File: config.mk
export PLATFORM = sky130hd
export DESIGN_NAME = pport_top
export DESIGN_NICKNAME = d
export VERILOG_FILES = /design/src/hdl/pport_pkg.sv /design/src/hdl/pport_top.sv /design/src/hdl/pport_fifo.sv
export VERILOG_INCLUDE_DIRS = /design/src /design/src/hdl
export SDC_FILE = /design/constraint.sdc
export NUM_CORES = 1
export LEC_CHECK = 0
export BUFFER_PORTS_ARGS = -buffer_cell sky130_fd_sc_hd__buf_2
export CAP_MARGIN = 10
export CORE_ASPECT_RATIO = 1.4
export CORE_MARGIN = 5
export CORE_UTILIZATION = 45
export DETAILED_ROUTE_END_ITERATION = 12
export GPL_TIMING_DRIVEN = 1
export MAX_ROUTING_LAYER = met4
export SYNTH_ARGS = -nofsm -noshare
export SYNTH_HDL_FRONTEND = slang
export SYNTH_HIERARCHICAL = 1
export SYNTH_SLANG_ARGS = --single-unit
File: constraint.sdc
create_clock -name i_core_clk -period 3.25 [get_ports i_core_clk]
set_clock_uncertainty 0.1 [all_clocks]
set_input_delay 0.4875 -clock i_core_clk [delete_from_list [all_inputs] [get_ports i_core_clk]]
set_output_delay 0.4875 -clock i_core_clk [all_outputs]
set_load 0.02 [all_outputs]
File: src/hdl/pport_regs.svh
`ifndef PPORT_REGS_SVH
`define PPORT_REGS_SVH

// Register offsets from the port base.
`define PP_OFF_DATA 3'h0
`define PP_OFF_STAT 3'h1
`define PP_OFF_CTRL 3'h2
`define PP_OFF_EADDR 3'h3
`define PP_OFF_EDATA0 3'h4
`define PP_OFF_EDATA1 3'h5
`define PP_OFF_EDATA2 3'h6
`define PP_OFF_EDATA3 3'h7

// Status field positions.
`define PP_ST_OVERRUN 0
`define PP_ST_FAULT 3
`define PP_ST_ONLINE 4
`define PP_ST_PAPER 5
`define PP_ST_ACK 6
`define PP_ST_READY 7

// Control field positions.
`define PP_CT_VALID 0
`define PP_CT_LFEED 1
`define PP_CT_RESET 2
`define PP_CT_CHOOSE 3
`define PP_CT_IRQEN 4
`define PP_CT_DIR 5

// Reset values.
`define PP_DATA_RST 8'h00
`define PP_CTRL_RST 6'h00
`define PP_EPP_RST 8'h00

// Watchdog timing.
`define PP_WDOG_NS 10000
`define PP_CLK_NS 4
`define PP_WDOG_CYC (`PP_WDOG_NS / `PP_CLK_NS)

`endif

File: src/hdl/pport_pkg.sv
package pport_pkg;

  typedef enum logic [1:0] {
    MODE_PRINTER = 2'b00,
    MODE_BIDIR = 2'b01,
    MODE_EPP = 2'b10
  } port_mode_t;

  typedef enum logic [1:0] {
    ST_IDLE = 2'b00,
    ST_SYNC = 2'b01,
    ST_STROBE = 2'b10,
    ST_HOLD = 2'b11
  } epp_state_t;

endpackage

File: src/hdl/pport_top.sv
`timescale 1ns/100ps
`include "pport_regs.svh"
// How it works
// - Data latch resets to zero, loads on write trailing edge, drives port lines.
// - Reading the data latch returns live port line levels, not latched.
// - Status byte is snapshotted at read start and held while read lasts.
// - Overrun flag sets on EPP watchdog; reset or writing one clears it.
// - Status bits 1 and 2 always read zero.
// - Status bits 3 to 6 show fault, online, paper-out, acknowledge lines uninverted.
// - Status bit 7 shows the inverted busy input.
// - Control bits 0-5 reset; bits 6 and 7 read zero, ignore writes.
// - Control bits 0, 1, 3 drive valid, line-feed, choose outputs inverted.
// - Control bit 2 drives the printer reset output uninverted.
// - With enable bit set, acknowledge rising edge raises the interrupt request.
// - Direction bit picks in or out, except printer mode always drives.
// - With direction bit clear, offset 3 write starts address write; byte driven, latched at trailing edge.
// - Offset 3 read starts address read; data held from strobe release.
// - With direction bit clear, offset 4 write starts data write; byte driven, latched at trailing edge.
// - Offset 4 read starts data read; data held from strobe release.
// - Offsets 3 to 7 exist only in EPP mode; 0 to 2 always.
// - Reset clears the EPP address and data registers.
// - EPP watchdog aborts cycles past 10 us and sets the overrun flag.
// - Host wait line is low from EPP cycle start until handshake completes.
// - Without an EPP cycle, outputs follow the control register, and so does direction outside printer mode.
module pport_top
  import pport_pkg::*;
#(
  parameter int FIFO_DEPTH = 8
) (
  input wire logic i_core_clk,
  input wire logic i_arst_n,
  input wire port_mode_t i_port_mode,
  input wire logic [2:0] i_host_addr,
  input wire logic i_host_write_pulse_n,
  input wire logic i_host_read_pulse_n,
  input wire logic [7:0] i_host_data_bus,
  output logic [7:0] o_host_data_bus,
  output logic o_host_ready,
  input wire logic [7:0] i_port_data_lines,
  output logic [7:0] o_port_data_lines,
  output logic o_port_data_oe_n,
  input wire logic i_fault_line_in,
  input wire logic i_online_line_in,
  input wire logic i_paper_out_line_in,
  input wire logic i_acknowledge_line_in,
  input wire logic i_peripheral_busy,
  output logic o_data_valid_out,
  output logic o_line_feed_out,
  output logic o_printer_reset_out,
  output logic o_printer_choose_out,
  output logic o_irq
);
  localparam logic [11:0] WDOG_LIMIT = 12'(`PP_WDOG_CYC);

  logic [1:0] rst_sync_reg;
  logic rst_n;
  logic wr_q_reg;
  logic rd_q_reg;
  logic ack_q_reg;
  logic [7:0] host_data_q_reg;
  logic [2:0] addr_q_reg;
  logic wr_lead;
  logic wr_trail;
  logic rd_lead;
  logic epp_mode;
  logic epp_space;
  logic [7:0] data_reg;
  logic [5:0] ctrl_reg;
  logic overrun_reg;
  logic [7:0] epp_addr_reg;
  logic [7:0] epp_data_reg;
  logic [7:0] wbyte_reg;
  epp_state_t state_reg;
  epp_state_t state_next;
  logic [11:0] wdog_reg;
  logic wdog_fire;
  logic cyc_read_reg;
  logic cyc_addr_reg;
  logic push_valid;
  logic fifo_in_ready;
  logic fifo_out_valid;
  logic fifo_out_ready;
  logic [9:0] fifo_out_data;
  logic hold_line;
  logic [7:0] status_now;
  logic valid_next;
  logic lfeed_next;
  logic choose_next;
  logic oe_n_next;
  logic [7:0] pdata_next;

  // Reset release is synchronised so that every flop reset by rst_n leaves reset on the same edge.
  always_ff @(posedge i_core_clk or negedge i_arst_n) begin
    if (!i_arst_n) begin
      rst_sync_reg <= 2'b00;
    end else begin
      rst_sync_reg <= {rst_sync_reg[0], 1'b1};
    end
  end

  assign rst_n = rst_sync_reg[1];

  // Host strobe edge detection.
  always_ff @(posedge i_core_clk or negedge rst_n) begin
    if (!rst_n) begin
      wr_q_reg <= 1'b1;
      rd_q_reg <= 1'b1;
      ack_q_reg <= 1'b1;
      host_data_q_reg <= 8'h00;
      addr_q_reg <= 3'h0;
    end else begin
      wr_q_reg <= i_host_write_pulse_n;
      rd_q_reg <= i_host_read_pulse_n;
      ack_q_reg <= i_acknowledge_line_in;
      if (!i_host_write_pulse_n) begin
        host_data_q_reg <= i_host_data_bus;
      end
      if (wr_lead || rd_lead) begin
        addr_q_reg <= i_host_addr;
      end
    end
  end

  assign wr_lead = wr_q_reg && !i_host_write_pulse_n;
  assign wr_trail = !wr_q_reg && i_host_write_pulse_n;
  assign rd_lead = rd_q_reg && !i_host_read_pulse_n;
  assign epp_mode = (i_port_mode == MODE_EPP);
  assign epp_space = epp_mode && (i_host_addr >= `PP_OFF_EADDR);
  // busy pin is the wait line
  assign hold_line = i_peripheral_busy;

  always_ff @(posedge i_core_clk or negedge rst_n) begin
    if (!rst_n) begin
      data_reg <= `PP_DATA_RST;
    end else if (wr_trail && addr_q_reg == `PP_OFF_DATA) begin
      data_reg <= host_data_q_reg;
    end
  end

  // only six control bits are stored
  always_ff @(posedge i_core_clk or negedge rst_n) begin
    if (!rst_n) begin
      ctrl_reg <= `PP_CTRL_RST;
    end else if (wr_trail && addr_q_reg == `PP_OFF_CTRL) begin
      ctrl_reg <= host_data_q_reg[5:0];
    end
  end

  // set wins over a simultaneous clear
  always_ff @(posedge i_core_clk or negedge rst_n) begin
    if (!rst_n) begin
      overrun_reg <= 1'b0;
    end else if (wdog_fire) begin
      overrun_reg <= 1'b1;
    end else if (wr_trail && addr_q_reg == `PP_OFF_STAT && host_data_q_reg[`PP_ST_OVERRUN]) begin
      overrun_reg <= 1'b0;
    end
  end

  // writes and reads above offset 2 queue nothing outside EPP mode
  assign push_valid = (wr_lead || rd_lead) && epp_space && fifo_in_ready;

  // Each EPP request is queued with its kind; the engine drains one at a time
  // because the host is stalled on the wait line until its cycle completes.
  pport_fifo #(
    .WIDTH(10),
    .DEPTH(FIFO_DEPTH)
  ) u_req_fifo (
    .i_clk(i_core_clk),
    .i_rst_n(rst_n),
    .i_in_valid(push_valid),
    .o_in_ready(fifo_in_ready),
    .i_in_data({rd_lead, i_host_addr == `PP_OFF_EADDR, i_host_data_bus}),
    .o_out_valid(fifo_out_valid),
    .i_out_ready(fifo_out_ready),
    .o_out_data(fifo_out_data)
  );

  assign fifo_out_ready = (state_reg == ST_IDLE);

  // watchdog expires while the handshake is still open
  assign wdog_fire = (state_reg == ST_SYNC || state_reg == ST_STROBE) && (wdog_reg >= WDOG_LIMIT);

  always_comb begin
    state_next = state_reg;
    case (state_reg)
      ST_IDLE: begin
        if (fifo_out_valid) begin
          state_next = ST_SYNC;
        end
      end
      ST_SYNC: begin
        if (wdog_fire) begin
          state_next = ST_HOLD;
        end else if (!hold_line) begin
          state_next = ST_STROBE;
        end
      end
      ST_STROBE: begin
        if (wdog_fire || hold_line) begin
          state_next = ST_HOLD;
        end
      end
      ST_HOLD: begin
        if (i_host_write_pulse_n && i_host_read_pulse_n) begin
          state_next = ST_IDLE;
        end
      end
      default: begin
        state_next = ST_IDLE;
      end
    endcase
  end

  always_ff @(posedge i_core_clk or negedge rst_n) begin
    if (!rst_n) begin
      state_reg <= ST_IDLE;
    end else begin
      state_reg <= state_next;
    end
  end

  // counts from cycle start in ST_SYNC, before the strobe, to wait release
  always_ff @(posedge i_core_clk or negedge rst_n) begin
    if (!rst_n) begin
      wdog_reg <= 12'h000;
    end else if (state_reg == ST_SYNC || state_reg == ST_STROBE) begin
      wdog_reg <= wdog_reg + 12'h001;
    end else begin
      wdog_reg <= 12'h000;
    end
  end

  // A write with the direction bit at one cannot drive, so it runs as a read.
  always_ff @(posedge i_core_clk or negedge rst_n) begin
    if (!rst_n) begin
      cyc_read_reg <= 1'b0;
      cyc_addr_reg <= 1'b0;
      wbyte_reg <= 8'h00;
    end else if (state_reg == ST_IDLE && fifo_out_valid) begin
      cyc_read_reg <= fifo_out_data[9] || ctrl_reg[`PP_CT_DIR];
      cyc_addr_reg <= fifo_out_data[8];
      wbyte_reg <= fifo_out_data[7:0];
    end else if (state_reg != ST_IDLE && !cyc_read_reg && !i_host_write_pulse_n) begin
      // byte follows the host until the trailing edge latches it
      wbyte_reg <= i_host_data_bus;
    end
  end

  always_ff @(posedge i_core_clk or negedge rst_n) begin
    if (!rst_n) begin
      epp_addr_reg <= `PP_EPP_RST;
      epp_data_reg <= `PP_EPP_RST;
    end else if (state_reg == ST_STROBE && state_next == ST_HOLD && cyc_read_reg) begin
      // address read sampled at strobe release
      if (cyc_addr_reg) begin
        epp_addr_reg <= i_port_data_lines;
      end else begin
        // data read sampled at strobe release
        epp_data_reg <= i_port_data_lines;
      end
    end else if (wr_trail && state_reg != ST_IDLE && !cyc_read_reg) begin
      // write byte latched at trailing edge
      if (cyc_addr_reg) begin
        epp_addr_reg <= host_data_q_reg;
      end else begin
        epp_data_reg <= host_data_q_reg;
      end
    end
  end

  // host wait held low from request until the engine releases it
  always_ff @(posedge i_core_clk or negedge rst_n) begin
    if (!rst_n) begin
      o_host_ready <= 1'b1;
    end else if (push_valid) begin
      o_host_ready <= 1'b0;
    end else if (state_reg != ST_HOLD && state_next == ST_HOLD) begin
      o_host_ready <= 1'b1;
    end
  end

  // bits 1 and 2 are zero
  assign status_now = {!i_peripheral_busy, i_acknowledge_line_in, i_paper_out_line_in,
                       i_online_line_in, i_fault_line_in, 2'b00, overrun_reg};

  always_ff @(posedge i_core_clk or negedge rst_n) begin
    if (!rst_n) begin
      o_host_data_bus <= 8'h00;
    end else if (rd_lead) begin
      case (i_host_addr)
        `PP_OFF_DATA: o_host_data_bus <= i_port_data_lines;
        `PP_OFF_STAT: o_host_data_bus <= status_now;
        `PP_OFF_CTRL: o_host_data_bus <= {2'b00, ctrl_reg};
        default: o_host_data_bus <= 8'h00;
      endcase
    end else if (!i_host_read_pulse_n) begin
      if (addr_q_reg == `PP_OFF_DATA) begin
        // unlatched buffer of the port lines
        o_host_data_bus <= i_port_data_lines;
      end else if (state_reg == ST_STROBE && state_next == ST_HOLD && cyc_read_reg) begin
        o_host_data_bus <= i_port_data_lines;
      end else if (addr_q_reg >= `PP_OFF_EADDR && !epp_mode) begin
        o_host_data_bus <= 8'h00;
      end
    end else begin
      o_host_data_bus <= 8'h00;
    end
  end

  // Pin drive: EPP cycle ownership first, then the control register.
  always_comb begin
    if (state_reg != ST_IDLE) begin
      // write line, data strobe and address strobe
      valid_next = cyc_read_reg;
      lfeed_next = !(state_reg == ST_STROBE && !cyc_addr_reg);
      choose_next = !(state_reg == ST_STROBE && cyc_addr_reg);
      oe_n_next = cyc_read_reg;
      pdata_next = wbyte_reg;
    end else begin
      valid_next = !ctrl_reg[`PP_CT_VALID];
      lfeed_next = !ctrl_reg[`PP_CT_LFEED];
      choose_next = !ctrl_reg[`PP_CT_CHOOSE];
      oe_n_next = (i_port_mode == MODE_PRINTER) ? 1'b0 : ctrl_reg[`PP_CT_DIR];
      pdata_next = data_reg;
    end
  end

  always_ff @(posedge i_core_clk or negedge rst_n) begin
    if (!rst_n) begin
      o_data_valid_out <= 1'b1;
      o_line_feed_out <= 1'b1;
      o_printer_choose_out <= 1'b1;
      o_printer_reset_out <= 1'b0;
      o_port_data_oe_n <= 1'b0;
      o_port_data_lines <= 8'h00;
    end else begin
      o_data_valid_out <= valid_next;
      o_line_feed_out <= lfeed_next;
      o_printer_choose_out <= choose_next;
      o_printer_reset_out <= ctrl_reg[`PP_CT_RESET];
      o_port_data_oe_n <= oe_n_next;
      o_port_data_lines <= pdata_next;
    end
  end

  always_ff @(posedge i_core_clk or negedge rst_n) begin
    if (!rst_n) begin
      o_irq <= 1'b0;
    end else begin
      o_irq <= ctrl_reg[`PP_CT_IRQEN] && !ack_q_reg && i_acknowledge_line_in;
    end
  end
endmodule

File: src/hdl/pport_fifo.sv
`timescale 1ns/100ps
module pport_fifo #(
  parameter int WIDTH = 10,
  parameter int DEPTH = 8
) (
  input wire logic i_clk,
  input wire logic i_rst_n,
  input wire logic i_in_valid,
  output logic o_in_ready,
  input wire logic [WIDTH-1:0] i_in_data,
  output logic o_out_valid,
  input wire logic i_out_ready,
  output logic [WIDTH-1:0] o_out_data
);
  localparam int AW = (DEPTH > 1) ? $clog2(DEPTH) : 1;

  logic [WIDTH-1:0] mem_reg [DEPTH];
  logic [AW-1:0] wr_ptr_reg;
  logic [AW-1:0] rd_ptr_reg;
  logic [AW:0] count_reg;
  logic push;
  logic pop;

  assign o_in_ready = (count_reg != (AW+1)'(DEPTH));
  assign o_out_valid = (count_reg != '0);
  assign o_out_data = mem_reg[rd_ptr_reg];
  assign push = i_in_valid && o_in_ready;
  assign pop = o_out_valid && i_out_ready;

  always_ff @(posedge i_clk) begin
    if (push) begin
      mem_reg[wr_ptr_reg] <= i_in_data;
    end
  end

  always_ff @(posedge i_clk or negedge i_rst_n) begin
    if (!i_rst_n) begin
      wr_ptr_reg <= '0;
      rd_ptr_reg <= '0;
      count_reg <= '0;
    end else begin
      if (push) begin
        wr_ptr_reg <= (wr_ptr_reg == AW'(DEPTH - 1)) ? '0 : wr_ptr_reg + 1'b1;
      end
      if (pop) begin
        rd_ptr_reg <= (rd_ptr_reg == AW'(DEPTH - 1)) ? '0 : rd_ptr_reg + 1'b1;
      end
      if (push && !pop) begin
        count_reg <= count_reg + 1'b1;
      end else if (pop && !push) begin
        count_reg <= count_reg - 1'b1;
      end
    end
  end
endmodule

Word-level counts from Yosys, hierarchy flattened
Memories as Yosys holds them, arrays and structs flattened.
Cells that the tools add are included.
W data, S select, Z words.

word-level totals
  register bits after elaboration = 88
  RAM bits = 80
  memories = 1

operators by class
  $add $sub $neg = 5
  $lt $le $gt $ge = 3
  equal/unequal tests = 14
  muxes and demuxes = 31
  reduce and logical (&&, ||, !) cells = 56

memory list
  memory              depth  width  rd ports  clocked after memory_dff  write ports  RTL line          RTL
  u_req_fifo.mem_reg  8      10     1         0                         1            pport_fifo.sv:17  logic [WIDTH-1:0] mem_reg [DEPTH];

operator list
  cell                     number
  $mux W8                  8
  $logic_and A1 B1 Y1      26
  $pmux W8 S3              1
  $logic_not A1 Y1         15
  $add A12 B1 Y12 const B  1
  $ge A12 B12 Y1 const B   1
  $mux W12                 1
  $mux W1                  11
  $mux W2                  5
  $reduce_bool A2 Y1       5
  $eq A3 B2 Y1 const B     3
  $eq A2 B2 Y1 const B     4
  $mux W4                  2
  $pmux W2 S4              1
  $add A3 B1 Y3 const B    2
  $eq A3 B1 Y1 const B     2
  $eq A3 B3 Y1 const B     2
  $ge A3 B2 Y1 const B     2
  $logic_not A3 Y1         2
  $mux W3                  2
  $reduce_bool A5 Y1       1
  $add A4 B1 Y4 const B    1
  $logic_not A2 Y1         2
  $logic_or A1 B1 Y1       4
  other kinds (5)          5

Logic depth before layout (Yosys ltp)
Gate-level depths: netlist (run 1).

  depth in word-level cells = 13
  depth in mapped cells = 11

Cells and area by module
The synthesis (run 1) kept the hierarchy.

modules (own cells, without submodules)
  module      instances  cells an instance  area each (um^2)
  pport_fifo  1          180                3732.3
  pport_top   1          302                3547.2

Worst setup path before layout (run 1)
Ideal clock, no wire load.

  path type = flip-flop to flip-flop
  from = reg rd_q_reg
  to = reg u_req_fifo.count_reg[3]
  arrival time = 2960 ps
  data required time = 3019 ps
  path slack = 59 ps
  cell stages (with the launch flop) = 12
  buffers on the path = 0
  cells stage by stage = dfstp_2 nor2b_1 a21o_1 nor3b_1 nand2_4 inv_2 ha_1 inv_1 ha_1 or4_1 o211ai_1 o211ai_1

between the ends
  longest elaborated chain between the ends = 8

ends and longest elaborated chain
  item                                  RTL line          RTL
  start: declaration                    pport_top.sv:58   logic rd_q_reg;
  start signal: assignment              pport_top.sv:113  rd_q_reg <= i_host_read_pulse_n;
  $logic_and A1 B1 Y1 (*)               pport_top.sv:126  assign rd_lead = rd_q_reg && !i_host_read_pulse_n;
  named net rd_lead                     pport_top.sv:64   logic rd_lead;
  $logic_or A1 B1 Y1 (*)                pport_top.sv:161  assign push_valid = (wr_lead || rd_lead) && epp_space && fifo_in_ready;
  $logic_and A1 B1 Y1 (*) (2 in a row)  pport_top.sv:161
  named net push_valid                  pport_top.sv:79   logic push_valid;
  $logic_and A1 B1 Y1 (*)               pport_fifo.sv:27  assign push = i_in_valid && o_in_ready;
  named net u_req_fifo.push             pport_fifo.sv:21  logic push;
  $logic_not A1 Y1                      pport_fifo.sv:50  end else if (pop && !push) begin
  $logic_and A1 B1 Y1                   pport_fifo.sv:50
  $reduce_bool A2 Y1 (no line)          n/a
  end signal: assignment                pport_fifo.sv:49  count_reg <= count_reg + 1'b1;
  end signal: assignment                pport_fifo.sv:51  count_reg <= count_reg - 1'b1;
  end: declaration                      pport_fifo.sv:20  logic [AW:0] count_reg;

The timed path passes the listed nets; every way through them passes the cells marked *.
A chain may end at the register's enable or synchronous reset.

Worst setup path in the final report (run 1)
  from = reg u_req_fifo.count_reg[1]
  to = reg u_req_fifo.count_reg[3]

between the ends
  longest elaborated chain between the ends = 6

ends and longest elaborated chain
  item                          RTL line          RTL
  $ne A4 B4 Y1 (*)              pport_fifo.sv:24  assign o_in_ready = (count_reg != (AW+1)'(DEPTH));
  named net fifo_in_ready       pport_top.sv:80   logic fifo_in_ready;
  $logic_and A1 B1 Y1 (*)       pport_top.sv:161
  named net push_valid          pport_top.sv:79
  $logic_and A1 B1 Y1 (*)       pport_fifo.sv:27
  named net u_req_fifo.push     pport_fifo.sv:21
  $logic_not A1 Y1              pport_fifo.sv:50
  $logic_and A1 B1 Y1           pport_fifo.sv:50
  $reduce_bool A2 Y1 (no line)  n/a

The timed path passes the listed nets; every way through them passes the cells marked *. The select of a mux whose other input is x is not followed.

==> results.cfg, run 1 <==
[finish]
largest_reg_flops = 80
ff_latch_area_um2 = 4620
multi_input_area_um2 = 2550
fin_cells = 772
drive_gt1_share_pct = 31.6
fin_nets = 604
areaGrowthSynthToFinish_pct = 16.8
fillCellCount = 1353
fin_area_um2 = 8500
diodes = 0

[cts]
clock-root-buffer = clkbuf_16
cts_tree = done
clockBufferDepth = 2
path_clk_slew_ns = 0.07
post-cts-setup-buffer-count = 0
clk_latency_ns = 0.43
cts_sinks = 168
htreeDepth = 4
cts_buffers = 17

[logic_synthesis]
yosys.cell_types.count = 60
synth_edf_count = 80
syn_area_um2 = 7280
yosys_most_used_dff = dfrtp_1
ys_warn_count = 6
yosys-top-cells-area = edfxtp_1 (33%), dfrtp_1 (28%), mux2_2 (7.0%), mux4_1 (5.4%), dfstp_2 (2.5%)
synth_area_leader_cell = edfxtp_1
yosysMostFrequentCell = dfrtp_1
synth-seq-cells = 168
syn_nets = 526
syn_inst = 482
ys_seq_area_share_pct = 63.4
netlist_top_cells_count = dfrtp_1 (81), edfxtp_1 (80), mux2_2 (45)
netlist.area_leader.share_pct = 33.0
async_reset_ff_share_pct = 52.4
syn_avg_cell_area_um2 = 15.1

[critical_path]
reg2reg_slack_ns = 0.17
crit_chain = or4b_4, nand3_1, nor3b_1, buf_4, nand2_4, inv_2, ha_1, inv_2, ha_1, or4_1, o211ai_1, o211ai_1
required_ns = 3.45
worst_ep_arrival_time_ns = 3.29
crit_path_end = u_req_fifo/count_reg[3]$_DFFE_PN0P_
worstPathMaxFanout = 6
r2r_end = u_req_fifo/count_reg[3]$_DFFE_PN0P_
slowest_delay_ns = 0.60
critPathKind = reg -> reg
r2r_cells = 12
end_kind = register
reg2reg_from = u_req_fifo/count_reg[1]$_DFFE_PN0P_
slowest_stage = or4b_4
startpoint_type = register
crit_path_start = u_req_fifo/count_reg[1]$_DFFE_PN0P_

[floorplan]
die_h_um = 160
row_count = 55
start_util_pct = 45.4
die_width_um = 117
core_area_um2 = 16000
fp.dieArea_um2 = 18900
ios = 53

[timing]
finalSetupViolations = 0
hold_violations = 0
slew_violations = 0
grt_setup_unrepaired = no
setup_tns_ns = 0
finalCritPeriodShare_pct = 94.9
worst_slew_pin_slew_ns = 0.660
period_needed_ns = 3.08
relSlewSlack_pct = 55.5
fmaxAchievable_mhz = 324

[global_route]
grt_overflow = 0
track_usage_pct = 16.6
grt_pass1_vias = 4449
grt_max_degree = 51
grt_pass1_wl_mm = 24.1
antenna_found_initial = 0

[power]
p_leak_nw = 3.45
powerDensity_nw_per_um2 = 834
ir_worst_vdd_mv = 0.435
power.total_mw = 7.09

[detailed_routing]
vias = 4241
drc = 0
ant_nets = 0
drt-pass1-iter-count = 4
finalWirelength_mm = 14.8
viasPerCell = 5.49
drt-wirelength-per-cell_um = 19.1
drtIter0Drc = 288

[place]
place_inst = 739
placement.cell_area_um2 = 7880
io_buffers = 52
place_hpwl_mm = 10.3
place_congestion = 0.847

[outcome]
outcome = completed

[worst_hold_path]
holdCritPathClass = in -> reg

[flow_run]
maxCapViolations = 0
## per-stage QoR
step,setup WS [ns],hold slack (ns),utilization [%]
floorplan,0.0589,0.0919,-
global placement,0.245,0.173,49.2
detailed placement,0.133,0.176,49.2
CTS,0.0907,0.0676,53.0
global route,0.0219,0.0751,53.0
finish,0.166,0.0932,53.0
## worst min path at each step
stage,from,end,cells after the start
finish,i_acknowledge_line_in,ack_q_reg$_DFF_PN1_,1
global route,i_acknowledge_line_in,ack_q_reg$_DFF_PN1_,1
CTS,i_host_read_pulse_n,rd_q_reg$_DFF_PN1_,1
detailed placement,i_arst_n,rst_sync_reg[0]$_DFF_PN0_,1
global placement,i_arst_n,rst_sync_reg[0]$_DFF_PN0_,1
floorplan,i_arst_n,rst_sync_reg[0]$_DFF_PN0_,0
## area by class of cell
class / count / share of cell area, %
Sequential cell: 168 / 54.3
Multi-Input combinational cell: 286 / 30.0
Clock buffer: 18 / 5.05
Timing Repair Buffer: 73 / 4.94
Tap cell: 199 / 2.93
Clock inverter: 14 / 2.12
Inverter: 14 / 0.618
## cells by family after synthesis
logic type                 share of synthesized area [%]
adders and majority gates                           2.51
AOI/OAI and AO/OA                                   6.82
muxes                                               16.7
DFF                                                 63.4
xor gates and xnor gates                            1.08
other                                             0.0515
buffers and inverters                               1.65
and+or+nand+nor                                     7.77
## critical path: cells and delay by family (launching register included)
family	cells	cell delay [ns]
simple gates	5	1.33
buf+inv	3	0.30
flops	1	0.46
compound gates	2	0.21
fa+ha+maj	2	0.55
## power by group
part	internal, mW	switching [mW]
clock network	1.17	0.897
registers	2.63	0.326
logic	0.988	1.07
## routing by layer
| layer | global-route usage [%] | up-vias | share of wire, % |
|---|---|---|---|
| met2 | 27.5 | 65 | 52 |
| met3 | 4.33 | 12 | 3.4 |
| li1 | - | 1991 | - |
| met4 | 5.06 | 0 | 1.3 |
| met1 | 20.2 | 2173 | 43 |
| met5 | - | - | 0 |
## cell usage in the layout, fill, tap and decap left out, types with 3 or more instances in the layout
cell | netlist | final
a21boi_0 | 4 | 4
a21oi_1 | 15 | 15
a221o_1 | 4 | 4
a221o_2 | 4 | 4
and2_1 | 9 | 9
buf_2 | 0 | 52
buf_4 | 0 | 20
clkbuf_16 | 0 | 17
dfrtp_1 | 81 | 78
dfstp_2 | 7 | 7
edfxtp_1 | 80 | 80
ha_1 | 13 | 13
inv_1 | 13 | 12
inv_6 | 0 | 4
inv_8 | 0 | 5
mux2_1 | 4 | 4
mux2_2 | 45 | 45
mux2i_1 | 16 | 16
mux4_1 | 15 | 15
mux4_2 | 5 | 5
nand2_1 | 31 | 31
nand2b_1 | 3 | 3
nand3_1 | 11 | 11
nor2_1 | 21 | 21
nor2b_1 | 4 | 4
nor3_1 | 9 | 9
o211ai_1 | 3 | 3
o21ai_0 | 17 | 17
o31ai_1 | 5 | 5
or3_1 | 4 | 4
or4_1 | 3 | 3
xnor2_1 | 8 | 8
## timing repair
action | in CTS | in global routing
hold buffers | 1 | 0
hold endpoints to repair | 2 | 0
endpoints found under the setup margin | 0 | 1
gates resized for setup | 0 | 3
No activity file was read; power rests on OpenSTA's default activity.
==> inputs of run 2 (changes only) <==
==> constraint.sdc (replaced) <==
create_clock -name i_core_clk -period 3.25 [get_ports i_core_clk]
set_clock_uncertainty 0.1 [all_clocks]
set_input_delay 0.325 -clock i_core_clk [delete_from_list [all_inputs] [get_ports i_core_clk]]
set_output_delay 0.325 -clock i_core_clk [all_outputs]
set_load 0.02 [all_outputs]
==> results.cfg, run 2 (synthesis gave the netlist of run 1 again) <==
[power]
switching_share_pct = 31.4
p_leak_nw = 3.44
p_seq_share_pct = 41.6
clkPwrFrac_pct = 29.0
switching_power_mw = 2.22
powerDensity_nw_per_um2 = 831
internal-power_mw = 4.85
combPwrFrac_pct = 29.4
ir_worst_vdd_mv = 0.445

[critical_path]
crit_family = simple AND/OR/NAND/NOR gates
end_kind = register
startpoint_type = input pin
critPathKind = in -> reg
worstPathMaxFanout = 8
crit_chain = dlygate4sd3_1, buf_2, nor2b_1, a21o_1, nor3b_1, buf_4, nand2_4, inv_2, ha_2, inv_2, ha_1, or4_1, o211ai_1, o211ai_1
crit_path_start = i_host_read_pulse_n
worst_ep_arrival_time_ns = 3.32
slowest_delay_ns = 0.53
required_ns = 3.44
path_buf_inv = 5
reg2reg_from = u_req_fifo/count_reg[1]$_DFFE_PN0P_
slowest_stage = dlygate4sd3_1

[finish]
drive_gt1_share_pct = 31.4
largest_reg_flops = 80
multi_input_area_um2 = 2550
fin_nets = 605
final_common_cell = edfxtp_1
fillCellCount = 1325
diodes = 0
areaGrowthSynthToFinish_pct = 17.0
ff_latch_area_um2 = 4620
fin_area_um2 = 8520
mostFrequentLayoutCells = edfxtp_1 (80), dfrtp_1 (79), buf_2 (52)

[timing]
fmaxAchievable_mhz = 320
setup_tns_ns = 0
period_needed_ns = 3.13
finalCritPeriodShare_pct = 96.3
grt_setup_unrepaired = no
hold_violations = 0
relSlewSlack_pct = 58.0
finalSetupViolations = 0
slew_violations = 0
worst_slew_pin_slew_ns = 0.623

[global_route]
met2_usage_pct = 27.2
use_met3_pct = 3.31
grt_max_degree = 50
grt_pass1_wl_mm = 23.6
track_usage_pct = 16.3
grt_overflow = 0
grt_pass1_vias = 4418
gr-usage-met1_pct = 19.1
top_usage_layer = met2
antenna_found_initial = 0

[place]
placement.cell_area_um2 = 7870
place_hpwl_mm = 10.2
place_congestion = 0.840
io_buffers = 52

[cts]
clock-root-buffer = clkbuf_16
htreeDepth = 4
cts_buffers = 17
cts_tree = done
path_clk_slew_ns = 0.06
post-cts-setup-buffer-count = 0
cts_sinks = 168
clk_latency_ns = 0.42
clockBufferDepth = 2

[floorplan]
ios = 53
fp.dieArea_um2 = 18900
die_h_um = 160
start_util_pct = 45.4
row_count = 55
die_width_um = 117
core_area_um2 = 16000

[detailed_routing]
ant_nets = 0
vias = 4217
drtIter0Drc = 211
finalWirelength_mm = 14.4
drc = 0
drt-wirelength-per-cell_um = 18.6
drt-pass1-iter-count = 4
viasPerCell = 5.46

[worst_hold_path]
min_from = i_port_data_lines[5]
holdCritPathClass = in -> reg

[flow_run]
maxCapViolations = 0

[outcome]
outcome = completed
## run 2: changes by cell type in the layout (fill, tap and decap cells not counted), sizes merged
cell and delta:
dlygate4sd3 +2, inv -4, clkinvlp +1, clkbuf +3, buf -1
## run 2: path summary, 6_finish.rpt
path	endpoint	slack, ns	cells after the start
max reg2reg	u_req_fifo/count_reg[3]$_DFFE_PN0P_	0.14	12
min in group asynchronous	rst_sync_reg[1]$_DFF_PN0_	0.11	2
min	o_host_data_bus[5]$_DFFE_PN0P_	0.05	2
min reg2reg	u_req_fifo/rd_ptr_reg[1]$_DFFE_PN0P_	0.25	0
max in group asynchronous	ack_q_reg$_DFF_PN1_	2.03	1
max	u_req_fifo/count_reg[3]$_DFFE_PN0P_	0.12	14
## run 2: power by group through the flow
stage	clock network [mW]	registers, mW	logic, mW
detailed placement	0	2.99	2.09
CTS	2.10	2.95	2.12
finish	2.05	2.94	2.08
global route	2.18	3.00	2.29
global placement	0	2.97	2.03
floorplan	0	3.02	1.47
## run 2: what timing repair did
action                     in CTS  in global routing
hold endpoints to repair        4                  0
resized for setup               0                  3
setup endpoints to repair       0                  1
hold buffers                    3                  0
## run 2: cell type report
class / instances / share of cell area, %
Multi-Input combinational cell: 286 / 30.0
Timing Repair Buffer: 74 / 5.08
Tap cell: 199 / 2.92
Inverter: 14 / 0.617
Clock inverter: 11 / 1.60
Sequential cell: 168 / 54.2
Clock buffer: 21 / 5.54
## run 2: layer usage
layer	routed length, um	vias to the layer above
met5	0	-
met2	7540	88
li1	-	1997
met1	6020	2109
met4	378	0
met3	452	23
## run 2: through the flow
step | util (%) | hold slack, ns | setup WS, ns | cells | power (mW)
CTS | 53.1 | 0.0256 | 0.0151 | 773 | 7.17
floorplan | - | -0.0706 | 0.0589 | 482 | 4.49
finish | 53.1 | 0.0479 | 0.121 | 773 | 7.07
global route | 53.1 | 0.0477 | 0.0274 | 773 | 7.47
detailed placement | 49.1 | 0.0109 | 0.0235 | 738 | 5.08
global placement | 49.1 | 0.00956 | 0.167 | 738 | 5.00
